`config.mk`:
```
export PLATFORM = sky130hd
export DESIGN_NAME = reset_init_values
export DESIGN_NICKNAME = d
export VERILOG_FILES = /design/src/reset_init_values.v
export VERILOG_INCLUDE_DIRS = /design/src /design/src/src
export SDC_FILE = /design/constraint.sdc
export NUM_CORES = 1
export LEC_CHECK = 0
export ABC_AREA = 1
export BUFFER_PORTS_ARGS = -buffer_cell sky130_fd_sc_hd__buf_2
export CAP_MARGIN = 20
export CELL_PAD_IN_SITES_DETAIL_PLACEMENT = 1
export CELL_PAD_IN_SITES_GLOBAL_PLACEMENT = 2
export CORE_ASPECT_RATIO = 0.8
export CORE_MARGIN = 4
export CORE_UTILIZATION = 30
export DETAILED_ROUTE_END_ITERATION = 8
export GPL_ROUTABILITY_DRIVEN = 0
export HOLD_SLACK_MARGIN = 0.05
export PLACE_DENSITY = 0.72
export RECOVER_POWER = 25
export SYNTH_ARGS = -nofsm -noshare
export SYNTH_HDL_FRONTEND = slang
export SYNTH_SLANG_ARGS = --single-unit
```
`constraint.sdc`:
```
create_clock -name clock -period 4.56 [get_ports clock]
set_clock_uncertainty 0.05 [all_clocks]
set_input_delay 0.684 -clock clock [delete_from_list [all_inputs] [get_ports clock]]
set_output_delay 0.684 -clock clock [all_outputs]
set_load 0.02 [all_outputs]
```
`src/reset_init_values_consts.vh`:
```
`ifndef RESET_INIT_VALUES_CONSTS_VH
`define RESET_INIT_VALUES_CONSTS_VH

// entry layout: {keep on non-power-on reset, address, power-on value, implemented mask}
`define ENT_KEEP 25
`define ENT_ADDR_HI 24
`define ENT_ADDR_LO 16
`define ENT_POR_HI 15
`define ENT_POR_LO 8
`define ENT_MASK_HI 7
`define ENT_MASK_LO 0

`define E_CAPTURE2_VALUE_HIGH {1'b1, 9'h01c, 8'h00, 8'hff}
`define E_CAPTURE2_CONTROL {1'b0, 9'h01d, 8'h00, 8'h3f}
`define E_CONVERTER_RESULT_HIGH {1'b1, 9'h01e, 8'h00, 8'hff}
`define E_CONVERTER_CONTROL_0 {1'b0, 9'h01f, 8'h00, 8'hdf}
`define E_CORE_OPTION_SETTINGS {1'b0, 9'h081, 8'hff, 8'hff}
`define E_PORT_A_DIRECTION {1'b0, 9'h085, 8'hff, 8'hff}
`define E_PORT_B_DIRECTION {1'b0, 9'h086, 8'hff, 8'hff}
`define E_PORT_C_DIRECTION {1'b0, 9'h087, 8'hff, 8'hff}
`define E_PORT_D_DIRECTION {1'b0, 9'h088, 8'hff, 8'hff}
`define E_PORT_E_DIRECTION {1'b0, 9'h089, 8'h0f, 8'h0f}
`define E_PERIPHERAL_IRQ_ENABLE_1 {1'b0, 9'h08c, 8'h00, 8'hff}
`define E_PERIPHERAL_IRQ_ENABLE_2 {1'b0, 9'h08d, 8'h00, 8'hff}
`define E_POWER_CONTROL_STATUS {1'b1, 9'h08e, 8'h10, 8'h33}
`define E_OSCILLATOR_CONTROL {1'b0, 9'h08f, 8'h60, 8'h7f}
`define E_OSCILLATOR_TUNING {1'b1, 9'h090, 8'h00, 8'h1f}
`define E_SERIAL_PORT_CONTROL_2 {1'b0, 9'h091, 8'h00, 8'hff}
`define E_TIMER2_PERIOD {1'b0, 9'h092, 8'hff, 8'hff}
`define E_SERIAL_SLAVE_ADDRESS {1'b0, 9'h093, 8'h00, 8'hff}
`define E_SERIAL_ADDRESS_MASK {1'b0, 9'h093, 8'hff, 8'hff}
`define E_SERIAL_PORT_STATE {1'b0, 9'h094, 8'h00, 8'hff}
`define E_PORT_B_PULLUP_ENABLE {1'b0, 9'h095, 8'hff, 8'hff}
`define E_PORT_B_CHANGE_IRQ_ENABLE {1'b0, 9'h096, 8'h00, 8'hff}
`define E_VOLTAGE_REFERENCE_CONTROL {1'b0, 9'h097, 8'h00, 8'hff}
`define E_ASYNC_TRANSMIT_CONTROL {1'b0, 9'h098, 8'h02, 8'hf7}
`define E_BAUD_DIVISOR_LOW {1'b0, 9'h099, 8'h00, 8'hff}
`define E_BAUD_DIVISOR_HIGH {1'b0, 9'h09a, 8'h00, 8'hff}
`define E_PWM_DEADBAND_CONTROL {1'b0, 9'h09b, 8'h00, 8'hff}
`define E_PWM_AUTOSHUTDOWN_CONTROL {1'b0, 9'h09c, 8'h00, 8'hff}
`define E_PWM_STEERING_CONTROL {1'b0, 9'h09d, 8'h01, 8'h1f}
`define E_CONVERTER_RESULT_LOW {1'b1, 9'h09e, 8'h00, 8'hff}
`define E_CONVERTER_CONTROL_1 {1'b0, 9'h09f, 8'h00, 8'hb0}
`define E_WATCHDOG_CONTROL {1'b0, 9'h105, 8'h08, 8'h1f}
`define E_COMPARATOR1_CONTROL {1'b0, 9'h107, 8'h00, 8'hfb}
`define E_COMPARATOR2_CONTROL {1'b0, 9'h108, 8'h00, 8'hfb}
`define E_CORE_IRQ_CONTROL {1'b0, 9'h00b, 8'h00, 8'hff}
`define E_PERIPHERAL_IRQ_FLAGS_1 {1'b0, 9'h00c, 8'h00, 8'hff}
`define E_SERIAL_PORT_CONTROL {1'b0, 9'h014, 8'h00, 8'hff}

// field positions and special values
`define POWER_CONTROL_STATUS_BROWNOUT_BIT 0
`define POWER_CONTROL_STATUS_SBOR_ENABLE_BIT 4
`define POWER_CONTROL_STATUS_ULP_WAKE_BIT 5
`define OSC_STABLE_BIT 3
`define GLOBAL_IRQ_ENABLE_BIT 7
`define CORE_IRQ_DEFAULT_WAKE_BIT 1
`define SERIAL_MODE_HI 3
`define SERIAL_MODE_LO 0
`define SERIAL_MODE_MASK_ACCESS 4'h9
`define WAKE_RELOAD_VALUE 8'hff
`define IRQ_VECTOR_ADDRESS 13'h0004
`define RESET_VECTOR_ADDRESS 13'h0000

`endif

```
`src/reset_init_values.v`:
```
// Contract
// - interrupt wake with global enable set loads program counter with vector 0004h
// - wake from sleep leaves a flag set in core irq control or flags 1; here only an interrupt wake sets a flag, a watchdog wake sets none
// - brown-out reset clears bit 0 of power control status
// - other resets leave bit 0 of power control status unchanged
// - offset 93h reaches address mask only while serial mode field is 1001
// - supply collapse applies power-on values instead of other-reset values
// - unimplemented bit positions read as zero
// - condition bits follow reset cause, unknown bits free, unchanged bits kept
// - global interrupt enable cleared on every reset
//
// Chosen here: strobed register access.
`include "reset_init_values_consts.vh"
`default_nettype none

module reset_init_values
(
  // clock and power-on reset
  input wire clock,
  input wire rst_n,
  // reset and wake causes from pins and supervisors
  input wire supplyLow,
  input wire externalResetPin,
  input wire watchdogReset,
  input wire brownoutReset,
  input wire wakeInterrupt,
  input wire wakeWatchdog,
  input wire oscStable,
  // wake source flags from same-clock interrupt logic
  input wire [2:0] wakeCoreFlags,
  input wire [7:0] wakePeripheralFlags,
  // register port
  input wire [8:0] address,
  input wire [7:0] writeData,
  input wire writeStrobe,
  input wire readStrobe,
  output reg [7:0] readData,
  // program counter load and status
  output reg programCounterLoad,
  output reg [12:0] programCounterValue,
  output reg globalIrqEnable
);

  localparam NREG = 37;
  localparam [5:0] IDX_POWER_CONTROL_STATUS = 6'd12;
  localparam [5:0] IDX_OSCCTL = 6'd13;
  localparam [5:0] IDX_PERIOD = 6'd16;
  localparam [5:0] IDX_SLAVEADDR = 6'd17;
  localparam [5:0] IDX_ADDRMASK = 6'd18;
  localparam [5:0] IDX_COREIRQ = 6'd34;
  localparam [5:0] IDX_PERFLAGS = 6'd35;
  localparam [5:0] IDX_SERCTL = 6'd36;

  ////////////////////////////////////////////////////////////////////////////////
  // register table lookups

  // one row per register: keep flag, address, power-on image, implemented bits
  function [25:0] entry;
    input [5:0] k;
    begin
      case (k)
        6'd0: entry = `E_CAPTURE2_VALUE_HIGH;
        6'd1: entry = `E_CAPTURE2_CONTROL;
        6'd2: entry = `E_CONVERTER_RESULT_HIGH;
        6'd3: entry = `E_CONVERTER_CONTROL_0;
        6'd4: entry = `E_CORE_OPTION_SETTINGS;
        6'd5: entry = `E_PORT_A_DIRECTION;
        6'd6: entry = `E_PORT_B_DIRECTION;
        6'd7: entry = `E_PORT_C_DIRECTION;
        6'd8: entry = `E_PORT_D_DIRECTION;
        6'd9: entry = `E_PORT_E_DIRECTION;
        6'd10: entry = `E_PERIPHERAL_IRQ_ENABLE_1;
        6'd11: entry = `E_PERIPHERAL_IRQ_ENABLE_2;
        6'd12: entry = `E_POWER_CONTROL_STATUS;
        6'd13: entry = `E_OSCILLATOR_CONTROL;
        6'd14: entry = `E_OSCILLATOR_TUNING;
        6'd15: entry = `E_SERIAL_PORT_CONTROL_2;
        6'd16: entry = `E_TIMER2_PERIOD;
        6'd17: entry = `E_SERIAL_SLAVE_ADDRESS;
        6'd18: entry = `E_SERIAL_ADDRESS_MASK;
        6'd19: entry = `E_SERIAL_PORT_STATE;
        6'd20: entry = `E_PORT_B_PULLUP_ENABLE;
        6'd21: entry = `E_PORT_B_CHANGE_IRQ_ENABLE;
        6'd22: entry = `E_VOLTAGE_REFERENCE_CONTROL;
        6'd23: entry = `E_ASYNC_TRANSMIT_CONTROL;
        6'd24: entry = `E_BAUD_DIVISOR_LOW;
        6'd25: entry = `E_BAUD_DIVISOR_HIGH;
        6'd26: entry = `E_PWM_DEADBAND_CONTROL;
        6'd27: entry = `E_PWM_AUTOSHUTDOWN_CONTROL;
        6'd28: entry = `E_PWM_STEERING_CONTROL;
        6'd29: entry = `E_CONVERTER_RESULT_LOW;
        6'd30: entry = `E_CONVERTER_CONTROL_1;
        6'd31: entry = `E_WATCHDOG_CONTROL;
        6'd32: entry = `E_COMPARATOR1_CONTROL;
        6'd33: entry = `E_COMPARATOR2_CONTROL;
        6'd34: entry = `E_CORE_IRQ_CONTROL;
        6'd35: entry = `E_PERIPHERAL_IRQ_FLAGS_1;
        6'd36: entry = `E_SERIAL_PORT_CONTROL;
        default: entry = 26'h0000000;
      endcase
    end
  endfunction

  function [7:0] porValue;
    input [5:0] k;
    reg [25:0] e;
    begin
      e = entry(k);
      porValue = e[`ENT_POR_HI:`ENT_POR_LO];
    end
  endfunction

  function [7:0] implMask;
    input [5:0] k;
    reg [25:0] e;
    begin
      e = entry(k);
      implMask = e[`ENT_MASK_HI:`ENT_MASK_LO];
    end
  endfunction

  function keepOnOther;
    input [5:0] k;
    reg [25:0] e;
    begin
      e = entry(k);
      keepOnOther = e[`ENT_KEEP];
    end
  endfunction

  // returns {hit, index}; the shared offset is resolved by the serial mode field
  function [6:0] decode;
    input [8:0] a;
    input maskSelect;
    reg [25:0] e;
    reg skip;
    integer k;
    begin
      decode = 7'h00;
      for (k = 0; k < NREG; k = k + 1)
      begin
        e = entry(k[5:0]);
        skip = (k[5:0] == IDX_SLAVEADDR && maskSelect) ||
               (k[5:0] == IDX_ADDRMASK && !maskSelect);
        if (e[`ENT_ADDR_HI:`ENT_ADDR_LO] == a && !skip)
        begin
          decode = {1'b1, k[5:0]};
        end
      end
    end
  endfunction

  ////////////////////////////////////////////////////////////////////////////////
  // pin synchronisers

  reg [6:0] syncFirst;
  reg [6:0] syncSecond;
  reg [1:0] wakeLevelPrev;

  // the wake pins sit at bits 5:4; the edge memory has to follow exactly those
  wire [1:0] wakeLevel = syncSecond[5:4];

  always @(posedge clock or negedge rst_n)
  begin
    if (!rst_n)
    begin
      syncFirst <= 7'h00;
      syncSecond <= 7'h00;
      wakeLevelPrev <= 2'h0;
    end
    else
    begin
      // only the second stage reads the first; logic reads the second stage only
      syncFirst <= {oscStable, wakeWatchdog, wakeInterrupt, brownoutReset,
                    watchdogReset, externalResetPin, supplyLow};
      syncSecond <= syncFirst;
      wakeLevelPrev <= wakeLevel;
    end
  end

  ////////////////////////////////////////////////////////////////////////////////
  // reset and wake decode

  // resets act as levels for as long as they are held; wakes are single events
  wire porRequest = syncSecond[0];
  wire brownout = syncSecond[3];
  wire otherReset = syncSecond[1] | syncSecond[2] | brownout;
  wire anyReset = porRequest | otherReset;
  wire wakeIrqEvent = wakeLevel[0] & ~wakeLevelPrev[0] & ~anyReset;
  wire wakeWdtEvent = wakeLevel[1] & ~wakeLevelPrev[1] & ~anyReset;
  wire wakeEvent = wakeIrqEvent | wakeWdtEvent;
  wire oscStableSync = syncSecond[6];

  ////////////////////////////////////////////////////////////////////////////////
  // register file

  // own registers sit at the end of the table, after the listed ones
  reg [7:0] file [0:NREG-1];
  integer i;

  wire [3:0] serialMode = file[IDX_SERCTL][`SERIAL_MODE_HI:`SERIAL_MODE_LO];
  wire maskSelect = (serialMode == `SERIAL_MODE_MASK_ACCESS);
  wire [6:0] hit = decode(address, maskSelect);
  wire writeHit = writeStrobe & hit[6];
  wire [7:0] coreIrqNow = file[IDX_COREIRQ];
  wire wakeFlagsEmpty = (wakeCoreFlags == 3'h0) && (wakePeripheralFlags == 8'h00);
  // a write is lost in any reset or wake cycle; the file and the mirror agree on that
  wire writeTaken = writeHit & ~anyReset & ~wakeEvent;

  always @(posedge clock or negedge rst_n)
  begin
    if (!rst_n)
    begin
      // rst_n loads the power-on image; a supply collapse loads the same but takes the oscillator stable bit from oscStableSync
      for (i = 0; i < NREG; i = i + 1)
      begin
        file[i] <= porValue(i[5:0]);
      end
    end
    else
    begin
      for (i = 0; i < NREG; i = i + 1)
      begin
        if (porRequest)
        begin
          file[i] <= porValue(i[5:0]);
        end
        else if (otherReset)
        begin
          // unknown- and unchanged-marked registers keep their contents here
          if (!keepOnOther(i[5:0]))
          begin
            file[i] <= porValue(i[5:0]);
          end
        end
        else if (wakeEvent)
        begin
          if (i[5:0] == IDX_PERIOD || i[5:0] == IDX_ADDRMASK)
          begin
            file[i] <= `WAKE_RELOAD_VALUE;
          end
        end
        else if (writeHit && hit[5:0] == i[5:0])
        begin
          file[i] <= writeData & implMask(i[5:0]);
        end
      end
      // power control status: condition bits follow the reset cause
      if (!porRequest && otherReset)
      begin
        file[IDX_POWER_CONTROL_STATUS][`POWER_CONTROL_STATUS_ULP_WAKE_BIT] <= 1'b0;
        if (brownout)
        begin
          file[IDX_POWER_CONTROL_STATUS][`POWER_CONTROL_STATUS_BROWNOUT_BIT] <= 1'b0;
          file[IDX_POWER_CONTROL_STATUS][`POWER_CONTROL_STATUS_SBOR_ENABLE_BIT] <= 1'b1;
        end
        else
        begin
          // pin and watchdog resets must not disturb the brown-out record
          file[IDX_POWER_CONTROL_STATUS][`POWER_CONTROL_STATUS_BROWNOUT_BIT] <= file[IDX_POWER_CONTROL_STATUS][`POWER_CONTROL_STATUS_BROWNOUT_BIT];
        end
      end
      // oscillator stable flag is a live condition bit, never stored from software
      file[IDX_OSCCTL][`OSC_STABLE_BIT] <= oscStableSync;
      // wake flags win over any software write in the same cycle
      if (wakeIrqEvent)
      begin
        file[IDX_PERFLAGS] <= file[IDX_PERFLAGS] | wakePeripheralFlags;
        if (wakeFlagsEmpty)
        begin
          file[IDX_COREIRQ][`CORE_IRQ_DEFAULT_WAKE_BIT] <= 1'b1;
        end
        else
        begin
          file[IDX_COREIRQ] <= coreIrqNow | {5'h00, wakeCoreFlags};
        end
      end
    end
  end

  ////////////////////////////////////////////////////////////////////////////////
  // program counter load and global enable mirror

  always @(posedge clock or negedge rst_n)
  begin
    if (!rst_n)
    begin
      programCounterLoad <= 1'b1;
      programCounterValue <= `RESET_VECTOR_ADDRESS;
      globalIrqEnable <= 1'b0;
    end
    else
    begin
      programCounterLoad <= 1'b0;
      // the reset vector stays presented for as long as a reset level stands
      if (anyReset)
      begin
        programCounterLoad <= 1'b1;
        programCounterValue <= `RESET_VECTOR_ADDRESS;
        globalIrqEnable <= 1'b0;
      end
      else
      begin
        // the enable comes from bit 7 of the stored register, a bit that a wake never alters
        if (wakeIrqEvent && coreIrqNow[`GLOBAL_IRQ_ENABLE_BIT])
        begin
          programCounterLoad <= 1'b1;
          programCounterValue <= `IRQ_VECTOR_ADDRESS;
        end
        if (writeTaken && hit[5:0] == IDX_COREIRQ)
        begin
          globalIrqEnable <= writeData[`GLOBAL_IRQ_ENABLE_BIT];
        end
      end
    end
  end

  ////////////////////////////////////////////////////////////////////////////////
  // read port: data valid only in the cycle after the strobe

  always @(posedge clock or negedge rst_n)
  begin
    if (!rst_n)
    begin
      readData <= 8'h00;
    end
    else if (readStrobe && hit[6])
    begin
      readData <= file[hit[5:0]] & implMask(hit[5:0]);
    end
    else if (readStrobe && !hit[6])
    begin
      // unmapped offsets answer zero, never the last value read
      readData <= 8'h00;
    end
    else
    begin
      readData <= 8'h00;
    end
  end

endmodule // reset_init_values

`default_nettype wire

```
* After elaboration in Yosys (flattened, before gate mapping)
Memory sizes are Yosys's and may differ from the RTL's.
Index checks and enable logic that the tools add are counted.
Widths: inputs -> output; s select.
** Storage, ports and cells
- Input bits :: 39
- Memory bits (read-only) :: 1536
- Output and inout bits :: 23
- Memories :: 1
- Register bits :: 335
** Operators by class
- Muxes and demuxes :: 463
- Bitwise gates (word level) :: 56
- Reductions and logical operators :: 128
- Order comparisons :: 1
- Equal/unequal tests :: 115
** Memories
- (name not given) :: depth 64, width 24, rd ports 1, clocked after Yosys merged registers in 0, write ports 0, line reset_init_values.v:61 : case (k)
** Operator list (count)
- $mux 8 :: 337
- $mux 26 :: 74
- $and 8x8->8 :: 38
- $mux 7 :: 37
- $eq 8x9->1 const A :: 26
- $ne 3x3->1 const B :: 36
- $reduce_and 3->1 :: 36
- $reduce_bool 3->1 :: 33
- $eq 6x5->1 const B :: 16
- $bmux 8 s6 :: 1
- $eq 6x4->1 const B :: 8
- $eq 5x9->1 const A :: 5
- $logic_and 1x1->1 :: 44
- $eq 6x6->1 const B :: 5
- $eq 9x9->1 const A :: 3
- $mux 13 :: 2
- $eq 6x3->1 const B :: 4
- $reduce_bool 4->1 :: 5
- $eq 4x9->1 const A :: 2
- $mux 16 :: 1
- $eq 6x2->1 const B :: 2
- $ne 4x4->1 const B :: 3
- $mux 1 :: 9
- $logic_not 8->1 :: 1
- other kinds (19) :: 35

* Logic depth before layout (Yosys ltp)
Gate-level depths: netlist of the first run.
- Depth in word-level cells :: 51
- Mapped depth :: 25
- Gate-level depth less buffers :: 21

* Least setup slack after synthesis of the first run
No wires, ideal clock.
- Path type :: input to register
- Start :: in address[1]
- End :: reg file[159] in the netlist's numbering
- Cell stages on the path :: 19
- Library setup time :: 0.133 ns
- Required time :: 4.377 ns
- Arrival :: 3.253 ns
- Setup slack :: 1.124 ns
- Buffers on the path :: 3
- Path through :: nand2_1 > nor2_1 > o21ai_0 > and3_1 > nand4_1 > nor3_1 > nand2_1 > inv_2 > buf_2 > buf_1 > ha_1 > inv_1 > nor2_1 > inv_1 > o21ai_0 > nand2_1 > buf_2 > nand2_1 > o21ai_0
** On the way
- Cells in the longest elaborated chain, start to end :: 42
- Elaborated cells on any way between the ends :: 80
- Those cells by class :: eq/ne (37); mux (37); bitwise (1); reduce/logical (5)
** Ends and longest elaborated chain
- start, declared :: line reset_init_values.v:33 : input wire [8:0] address,
- $eq 5x9->1 :: line reset_init_values.v:145 : if (e[`ENT_ADDR_HI:`ENT_ADDR_LO] == a && !skip)
- $mux 7 (36 in series) :: line reset_init_values.v:145
- $mux 7 * :: line reset_init_values.v:145
- parallel branches: the longest is 1 deep, another holds $eq 6x5->1
- $logic_and 1x1->1 * :: line reset_init_values.v:243 : else if (writeHit && hit[5:0] == i[5:0])
- $reduce_bool 3->1 (no line) *
- $reduce_and 3->1 (no line) *
- end signal, assigned by index :: line reset_init_values.v:217 : file[i] <= porValue(i[5:0]);
- end signal, assigned by index :: line reset_init_values.v:240 : file[i] <= `WAKE_RELOAD_VALUE;
- end signal, assigned by index :: line reset_init_values.v:245 : file[i] <= writeData & implMask(i[5:0]);
- end, declared :: line reset_init_values.v:198 : reg [7:0] file [0:NREG-1];
Every way passes the cells marked *.
A chain may end at the register's enable or synchronous reset.

* Worst setup path after layout of the first run
- Start :: in address[6]
- End :: reg file[264] in the netlist's numbering
** On the way
- Cells in the longest elaborated chain, start to end :: 42
- Elaborated cells on any way between the ends :: 80
- Those cells by class :: eq/ne (37); mux (37); bitwise (1); reduce/logical (5)
** Ends and longest elaborated chain (line)
- $eq 5x9->1 :: reset_init_values.v:145
- $mux 7 (36 in series) :: reset_init_values.v:145
- $mux 7 * :: reset_init_values.v:145
- parallel branches: the longest is 1 deep, another holds $eq 6x2->1
- $logic_and 1x1->1 * :: reset_init_values.v:243
- $reduce_bool 3->1 (no line) *
- $reduce_and 3->1 (no line) *
Marked as above.

==> flow_summary.json, run 1 <==
{
  "layout_common_cells": "nand2_1 (594), dfrtp_1 (219), o21ai_0 (177)",
  "postCtsSetupBuffers": 0,
  "required_ns": 4.90,
  "overflow": 0,
  "final_cell_count_no_fill": 2612,
  "hold_viol_final": 0,
  "setup_viol": 0,
  "min_period_ns": 3.504,
  "outcome": "complete, but fails checks",
  "hold_buffers": 0,
  "area_growth_pct": 15.46,
  "dp_hpwl_mm": 38.28,
  "yosysTopAreaCell": "dfrtp_1",
  "clock-sinks": 294,
  "worstPathCellList": "buf_2 -> inv_1 -> nand2_1 -> nor2_1 -> nand2_1 -> nor3_1 -> nor2_1 -> nand4_1 -> nor2_1 -> nand4_2 -> nor2_4 -> nand3_4 -> buf_12 -> ha_1 -> inv_1 -> nor2_1 -> inv_1 -> o21ai_1 -> nand2_1 -> buf_12 -> nand2_1 -> o21ai_1",
  "maxCapViolations": 1,
  "cp_num_buf_inv": 6,
  "die_h_um": 206.7,
  "syn_area_mm2": 0.01481,
  "first_pass_iters": 5,
  "power_density_mw_per_mm2": 360.9,
  "vias": 13429,
  "reg2reg_slack_ns": 1.13,
  "end_kind": "flop",
  "violations": "max-capacitance violations, max-slew violations",
  "dieWidth_um": 256.4,
  "fmax_mhz": 285.4,
  "antenna_found_initial": 1,
  "htree_num_levels": 2,
  "final_common_cell": "nand2_1",
  "synthTopCellsByArea": "dfrtp_1 (37%), nand2_1 (15%), dfstp_2 (13%), o21ai_0 (6.0%), nand3_1 (5.2%)",
  "min_path_type": "in2reg",
  "yosys_warnings": 0,
  "placed_cell_area_mm2": 0.01589,
  "ys_seq_elements": 294,
  "timing.slew.headroom_pct": -97.23,
  "slowest_delay_ns": 0.46,
  "power_uw": 6172,
  "route.detailed.drc": 0,
  "dp.cells": 2549,
  "num-fill-cells": 5913,
  "routed_via_density": 5.141,
  "syn_avg_cell_area_um2": 7.739,
  "finish.utilization_pct": 35.22,
  "fin_nets": 2002,
  "wire_per_inst_um": 21.79,
  "synth_top_area_share_pct": 37.00,
  "cts_tree": "yes",
  "rsz0062_at_grt": "no",
  "worst_slew_pin_slew_ns": 2.958,
  "grt_start_max_net_pins": 112,
  "cts_root_buffer": "clkbuf_16",
  "drive_gt1_share_pct": 14.83,
  "period_share_pct": 76.84,
  "grt_pass1_wl_mm": 87.56,
  "cp.arrival_ns": 3.84,
  "slew_violations": 100,
  "antenna_left": 0,
  "worstSkewPairLatency_ns": 0.53,
  "leakagePower_uw": 0.007739,
  "clk_pin_slew_ns": 0.06,
  "cp-start-kind": "input port",
  "ios": 62,
  "antenna_cells": 0,
  "numCtsBuffers": 34,
  "grt_pass1_vias": 13666,
  "crit_family": "simple AND/OR/NAND/NOR gates",
  "worst-path-max-fanout": 111,
  "wirelength_mm": 56.91,
  "tns_ns": 0,
  "dr.first_iter.drc_count": 1073,
  "initial_core_util_pct": 30.50,
  "ys_seq_area_share_pct": 50.30,
  "cts_resized": 0,
  "fp.coreArea_mm2": 0.04856,
  "numPortBuffers": 49,
  "path_class": "in2reg",
  "netlist_instances": 1914,
  "clock_path_buffers": 3,
  "crit_path_top_delay_cell": "buf_12",
  "synth.distinct_cells": 46,
  "die-area_mm2": 0.05301,
  "grt_usage_pct": 21.34,
  "fin_area_mm2": 0.01710,
  "rows": 72,
  "vdd_ir_drop_max_uv": 196.6
}
power by group:
part | internal, uW | switching, uW
clock | 1810 | 1160
combinational | 121 | 375
sequential | 2680 | 29.1
flip-flops by register name (all words and copies together) (netlist names):
register / cells
file: 259
syncSecond: 7
syncFirst: 7
coreIrqNow: 8
globalIrqEnable: 1
readData: 8
programCounterLoad: 1
wakeLevelPrev: 2
programCounterValue: 1
cell type report:
cell class / count / area, um2 / area share [%]
timing repair buffer: 113 / 850.8 / 4.975
tap: 629 / 787.0 / 4.602
clock inverter: 7 / 116.4 / 0.6804
multi-input combinational: 1408 / 6404 / 37.45
clock buffer: 55 / 1094 / 6.395
sequential: 294 / 7451 / 43.57
inverter: 106 / 399.1 / 2.334
final timing paths:
kind                            depth (start not counted)           from             to
worst max-delay path                                   22     address[6]      file[264]
worst min-delay path                                    1      oscStable   syncFirst[6]
worst max register to register                         18        file[1]  coreIrqNow[7]
worst min register to register                          0  syncSecond[6]      file[187]
max in group asynchronous                               1          rst_n      file[177]
min in group asynchronous                               1          rst_n  coreIrqNow[0]
metrics by stage:
step	hold slack (ns)	setup slack, ns
after floorplan	0.2812	1.124
after global placement	0.2844	0.6219
after detailed placement	0.2864	0.5748
after CTS	0.1885	1.104
after global routing	0.2001	0.7759
final	0.2056	1.056
cells by family (layout without fill, tap and decap cells):
logic type	after synthesis	after routing	share of synthesized area (%)
AND/OR/NAND/NOR	987	987	27.67
adder cells (fa/ha/maj)	6	6	0.5068
flip-flops	294	294	50.30
AO/OA/AOI/OAI	403	403	14.62
buffers and inverters	223	281	6.868
other	1	12	0.02532
worst register-to-register path: cells and delay by family (launching register included):
family / cells / cell delay (ns)
simple gates: 12 / 1.91
buf+inv: 4 / 0.54
flops: 1 / 0.40
fa+ha+maj: 1 / 0.23
compound gates: 1 / 0.22
cells in the mapped netlist, drive strengths merged:
| master | n |
|---|---|
| clkinv | 3 |
| o21a | 1 |
| ha | 6 |
| conb | 1 |
| o31ai | 3 |
| nand4 | 28 |
| dfrtp | 219 |
| nor4 | 4 |
| nand3 | 155 |
| o311ai | 1 |
| a311oi | 1 |
| buf | 71 |
| nor3b | 1 |
| nor2 | 173 |
| a31oi | 11 |
| and3 | 2 |
| o32ai | 1 |
| nand3b | 2 |
| inv | 103 |
| a22oi | 2 |
| a211oi | 1 |
| o21ai | 257 |
| o211ai | 5 |
| a21oi | 114 |
| a41oi | 1 |
| clkbuf | 46 |
| o22ai | 4 |
| dfstp | 75 |
| nand2 | 601 |
| nor3 | 21 |
| o2111ai | 1 |
routing by layer:
metal	GRT usage, %	up-vias	wire (um)
li1	-	6343	-
met1	31.50	6738	27940
met2	33.13	294	24650
met3	4.074	54	3446
met4	3.836	0	877
met5	0	-	0
No activity file was read; power rests on OpenSTA's default activity.
==> run 2: changes to the inputs <==
--- a/config.mk
+++ b/config.mk
@@ -17,7 +17,7 @@
 export DETAILED_ROUTE_END_ITERATION = 8
 export GPL_ROUTABILITY_DRIVEN = 0
 export HOLD_SLACK_MARGIN = 0.05
-export PLACE_DENSITY = 0.72
+export PLACE_DENSITY = 0.74
 export RECOVER_POWER = 25
 export SYNTH_ARGS = -nofsm -noshare
 export SYNTH_HDL_FRONTEND = slang
==> constraint.sdc (replaced) <==
create_clock -name clock -period 3.1 [get_ports clock]
set_clock_uncertainty 0.05 [all_clocks]
set_input_delay 0.465 -clock clock [delete_from_list [all_inputs] [get_ports clock]]
set_output_delay 0.465 -clock clock [all_outputs]
set_load 0.02 [all_outputs]
==> run 2 against run 1 <==
Net effect:
- the flow still finishes with violations (max-capacitance violations, max-slew violations)
- clock power grew 39%
- sequential cell count is the same
- register-to-register slack lost 1.1 ns
- sequential share of layout area shrank 4.2 points
- routed wire length grew 6.1%
- setup slack lost 0.99 ns
- critical path depth shrank 2
- highest routed layer unchanged
==> flow_summary.json, run 2 (synthesis gave the netlist of run 1 again) <==
{
  "outcome": "complete, but fails checks",
  "violations": "max-capacitance violations, max-slew violations",
  "vdd_ir_drop_max_uv": 346.3,
  "busiest_layer": "met2",
  "area_growth_pct": 27.78,
  "crit_path_top_delay_cell": "dfrtp_1",
  "timing.slew.headroom_pct": -28.14,
  "fin_nets": 2180,
  "worstSkewPairLatency_ns": 0.53,
  "min_path_type": "in2reg",
  "cp.arrival_ns": 3.37,
  "leakagePower_uw": 0.008734,
  "antenna_found_initial": 2,
  "vias": 14351,
  "die_h_um": 206.7,
  "numPortBuffers": 49,
  "clk_pin_slew_ns": 0.07,
  "worst-path-max-fanout": 16,
  "dieWidth_um": 256.4,
  "worst_path_most_repeated_cell": "nor2_1",
  "antenna_cells": 0,
  "power_density_mw_per_mm2": 475.8,
  "ios": 62,
  "min_period_ns": 3.031,
  "die-area_mm2": 0.05301,
  "required_ns": 3.44,
  "power_uw": 9005,
  "hold_viol_final": 0,
  "met1_usage_pct": 33.62,
  "fp.coreArea_mm2": 0.04856,
  "crit_family": "simple AND/OR/NAND/NOR gates",
  "dr.first_iter.drc_count": 970,
  "cp-start-kind": "flop",
  "met3_usage_pct": 4.427,
  "drive_gt1_share_pct": 22.87,
  "path_class": "reg2reg",
  "met2_usage_pct": 34.09,
  "fmax_mhz": 329.9,
  "worst_slew_pin_slew_ns": 1.922,
  "grt_start_max_net_pins": 84,
  "antenna_left": 0,
  "rows": 72,
  "regMostFlops": "file",
  "layout_common_cells": "nand2_1 (590), dfrtp_1 (219), buf_4 (186)",
  "tns_ns": 0,
  "period_share_pct": 97.77,
  "grt_usage_pct": 22.44,
  "cts_root_buffer": "clkbuf_16",
  "worstPathCellList": "nor3_2 -> buf_4 -> nor3_1 -> nor2_1 -> nand4_1 -> nor2_1 -> nand4_2 -> nor2_4 -> nand3_4 -> inv_6 -> ha_4 -> inv_1 -> nor2_1 -> inv_1 -> buf_4 -> o21ai_1 -> nand2_1 -> buf_12 -> nand2_1 -> o21ai_0",
  "cts_tree": "yes",
  "first_pass_iters": 5,
  "overflow": 0,
  "routed_via_density": 5.146,
  "end_kind": "flop",
  "wire_per_inst_um": 21.65,
  "htree_num_levels": 2,
  "grt_pass1_vias": 14344,
  "final_common_cell": "nand2_1",
  "largest_register_ffs": 259,
  "setup_viol": 0,
  "worst_hold_slack_ns": 0.1912,
  "numCtsBuffers": 34,
  "fin_area_mm2": 0.01893,
  "route.detailed.drc": 0,
  "clock_path_buffers": 3,
  "slowest_delay_ns": 0.40,
  "cp_num_buf_inv": 6,
  "grt_pass1_wl_mm": 91.34,
  "maxCapViolations": 1,
  "wirelength_mm": 60.39,
  "placed_cell_area_mm2": 0.01744,
  "dp_hpwl_mm": 42.49,
  "initial_core_util_pct": 30.50,
  "clock-sinks": 294,
  "rsz0062_at_grt": "yes",
  "slew_violations": 59
}
run 2: cell count changes in the layout (fill, tap and decap cells not counted), moves of 5 or more:
cell / delta
buf_4: +132
buf_12: +29
dlygate4sd3_1: +8
o21ai_0: -7
inv_2: +6
nand3_1: -6
nand3_2: +6
buf_6: +5
inv_1: -5
nor2_1: -5
run 2: worst reg2reg max path: cells and delay by family, from the launching register on:
kind	cells	cell delay, ns
adder cells (fa/ha/maj)	1	0.14
AO/OA/AOI/OAI	2	0.21
buffers and inverters	6	0.80
AND/OR/NAND/NOR	11	1.30
flip-flops	1	0.40
run 2: area by class of cell:
class	count	area, um2
inverter	106	402.9
clock buffer	54	1027
sequential	294	7451
multi-input combinational	1408	6548
tap	629	787.0
timing repair buffer	291	2618
fill	5847	29630
clock inverter	7	92.59
run 2: worst paths after layout:
| kind | startpoint | endpoint | slack [ns] | depth (start not counted) |
|---|---|---|---|---|
| worst max-delay path | file[1] | file[279] | 0.07 | 20 |
| worst min-delay path | wakeCoreFlags[2] | coreIrqNow[2] | 0.19 | 3 |
| worst max register to register | file[1] | file[279] | 0.07 | 20 |
| worst min register to register | syncFirst[2] | syncSecond[2] | 0.29 | 0 |
| max in group asynchronous | rst_n | syncFirst[1] | 0.60 | 3 |
| min in group asynchronous | rst_n | coreIrqNow[6] | 0.96 | 2 |
run 2: timing repair:
item	CTS	global route
setup buffers	0	7
endpoints found under the setup margin	18	153
resized for setup	3	59
gates cloned	0	2
hold buffers	8	0
pin swaps	0	8
hold endpoints to repair	46	0
run 2: report_power, final:
group	internal [uW]	total, uW	switching, uW
combinational	307	908	601
clock	2440	4120	1670
sequential	3940	3980	43.7
run 2: metrics by stage:
| stage | setup slack (ns) | util [%] | cells |
|---|---|---|---|
| CTS | 0.008027 | 38.41 | 2780 |
| finish | 0.06898 | 38.98 | 2789 |
| global placement | -0.4034 | 35.92 | 2711 |
| global route | -0.1177 | 38.98 | 2789 |
| detailed placement | -0.4870 | 35.92 | 2711 |
| floorplan | -0.001406 | - | 1925 |
run 2: per-layer routing:
layer  wire length, um  up-vias
met1             29600     7225
met5                 0        -
met3              3754       54
li1                  -     6722
met4               934        0
met2             26110      350
==> run 3: changes to the inputs <==
--- a/config.mk
+++ b/config.mk
@@ -17,6 +17,7 @@
 export DETAILED_ROUTE_END_ITERATION = 8
 export GPL_ROUTABILITY_DRIVEN = 0
 export HOLD_SLACK_MARGIN = 0.05
+export MAX_ROUTING_LAYER = met4
 export PLACE_DENSITY = 0.74
 export RECOVER_POWER = 25
 export SYNTH_ARGS = -nofsm -noshare
==> run 3 against run 2 <==
Net effect:
- the run still ends with max-capacitance violations, max-slew violations left
- sequential power hardly changed
- sequential cell count unchanged
- first-iteration DRC count up 6.9%
- critical path depth grew 1
- total power hardly changed
- core utilization barely moved
- worst hold slack got worse by 0.0023 ns
- die area unchanged
- via count about the same
- combinational power about the same
- final cell count unchanged
- non-clock buffer count fell by 1
==> flow_summary.json, run 3 (synthesis gave the netlist of run 1 again) <==
{
  "outcome": "complete, but fails checks",
  "violations": "max-capacitance violations, max-slew violations",
  "worstSkewPairLatency_ns": 0.53,
  "worst-path-max-fanout": 16,
  "ios": 62,
  "dp.cells": 2711,
  "overflow": 0,
  "fin_nets": 2179,
  "clock_path_buffers": 3,
  "regMostFlops": "file",
  "final_common_cell": "nand2_1",
  "hold_viol_final": 0,
  "grt_pass1_wl_mm": 91.28,
  "dp_hpwl_mm": 42.49,
  "path_class": "reg2reg",
  "end_kind": "flop",
  "power_uw": 9005,
  "largest_register_ffs": 259,
  "min_path_type": "in2reg",
  "dr.first_iter.drc_count": 1037,
  "route.detailed.drc": 0,
  "initial_core_util_pct": 30.50,
  "worst_slew_pin_slew_ns": 1.926,
  "layout_common_cells": "nand2_1 (590), dfrtp_1 (219), buf_4 (185)",
  "grt_usage_pct": 23.11,
  "numPortBuffers": 49,
  "clk_pin_slew_ns": 0.07,
  "switchingPower_uw": 2319,
  "slew_violations": 59,
  "maxCapViolations": 1,
  "htree_num_levels": 2,
  "p_seq_share_pct": 44.2,
  "routed_via_density": 5.143,
  "power.share.clock_pct": 45.7,
  "cp-start-kind": "flop",
  "first_pass_iters": 5,
  "grt_start_max_net_pins": 84,
  "vdd_ir_drop_max_uv": 345.9,
  "antenna_found_initial": 2,
  "cts_root_buffer": "clkbuf_16",
  "drive_gt1_share_pct": 22.83,
  "timing.slew.headroom_pct": -28.43,
  "cp.arrival_ns": 3.45,
  "final_cell_count_no_fill": 2789,
  "clock-sinks": 294,
  "tns_ns": 0,
  "period_share_pct": 97.66,
  "fmax_mhz": 330.3,
  "grt_pass1_vias": 14373,
  "numCtsBuffers": 34,
  "combPwrFrac_pct": 10.1,
  "intPower_uw": 6686,
  "vias": 14345,
  "leakagePower_uw": 0.008729,
  "swShare_pct": 25.76,
  "dieWidth_um": 256.4,
  "cts_tree": "yes",
  "area_growth_pct": 27.77,
  "power_density_mw_per_mm2": 475.9,
  "fp.coreArea_mm2": 0.04856,
  "min_period_ns": 3.027,
  "die-area_mm2": 0.05301,
  "antenna_left": 0,
  "required_ns": 3.52,
  "rows": 72,
  "wire_per_inst_um": 21.71,
  "wirelength_mm": 60.56,
  "die_h_um": 206.7,
  "setup_viol": 0,
  "rsz0062_at_grt": "yes"
}
[run 3: path summary, 6_finish.rpt]
| check | from | end | slack, ns | depth (start not counted) |
|---|---|---|---|---|
| min in group asynchronous | rst_n | coreIrqNow[6] | 0.96 | 2 |
| max in group asynchronous | rst_n | file[13] | 0.59 | 3 |
| hold / removal | wakeCoreFlags[2] | coreIrqNow[2] | 0.19 | 3 |
| setup reg to reg | file[1] | readData[7] | 0.07 | 21 |
| setup / recovery | file[1] | readData[7] | 0.07 | 21 |
| hold reg to reg | syncFirst[2] | syncSecond[2] | 0.29 | 0 |
[run 3: final cells by class]
| type | instances | area (um2) |
|---|---|---|
| Antenna cell | 1 | 2.502 |
| Sequential cell | 294 | 7451 |
| Clock buffer | 54 | 1027 |
| Multi-Input combinational cell | 1408 | 6545 |
| Inverter | 106 | 405.4 |
| Timing Repair Buffer | 290 | 2614 |
| Fill cell | 5847 | 29630 |
| Tap cell | 629 | 787.0 |
| Clock inverter | 7 | 92.59 |
[run 3: power groups by stage]
| stage | combinational [uW] | sequential, uW | clock (uW) |
|---|---|---|---|
| global route | 985 | 3990 | 4400 |
| finish | 910 | 3980 | 4120 |
| CTS | 881 | 3980 | 4210 |
| global placement | 857 | 4040 | 0 |
| floorplan | 380 | 4030 | 0 |
| detailed placement | 868 | 4040 | 0 |
[run 3: worst max-delay path, stage by stage (launching register included)]
cell,delay [ns]
dfrtp_1,0.40
nor3_2,0.20
buf_4,0.14
nor3_1,0.04
nor2_1,0.12
nand4_1,0.12
nor2_1,0.13
nand4_2,0.13
nor2_4,0.14
nand3_4,0.14
buf_8,0.18
buf_12,0.16
nor2_2,0.08
buf_4,0.17
nand2_1,0.07
nand3_1,0.19
nand2_1,0.08
inv_1,0.06
nand4_1,0.11
nand3_2,0.12
nand2_1,0.08
inv_1,0.05
[run 3: layer usage]
| layer | vias to the layer above | share of wire (%) | GRT usage [%] |
|---|---|---|---|
| li1 | 6727 | - | - |
| met1 | 7262 | 50 | 33.53 |
| met2 | 295 | 43 | 33.93 |
| met3 | 61 | 5.7 | 4.586 |
| met4 | 0 | 1.6 | 4.323 |
| met5 | - | 0 | - |
[run 3: per-stage QoR]
step | utilization, % | hold slack (ns) | setup WS [ns] | cell area, um2
floorplan | - | 0.1194 | -0.001406 | 14900
global placement | 35.92 | 0.2834 | -0.4034 | 17440
detailed placement | 35.92 | 0.2858 | -0.4870 | 17440
CTS | 38.41 | 0.1775 | 0.008027 | 18650
global route | 38.97 | 0.2225 | -0.1072 | 18920
finish | 38.97 | 0.1889 | 0.07253 | 18920
[run 3: timing repair]
action	in CTS	in global routing
pin swaps	0	8
cloned	0	2
hold endpoints to repair	46	0
setup endpoints to repair	18	153
hold buffers	8	0
gates resized for setup	3	62
setup buffers	0	6
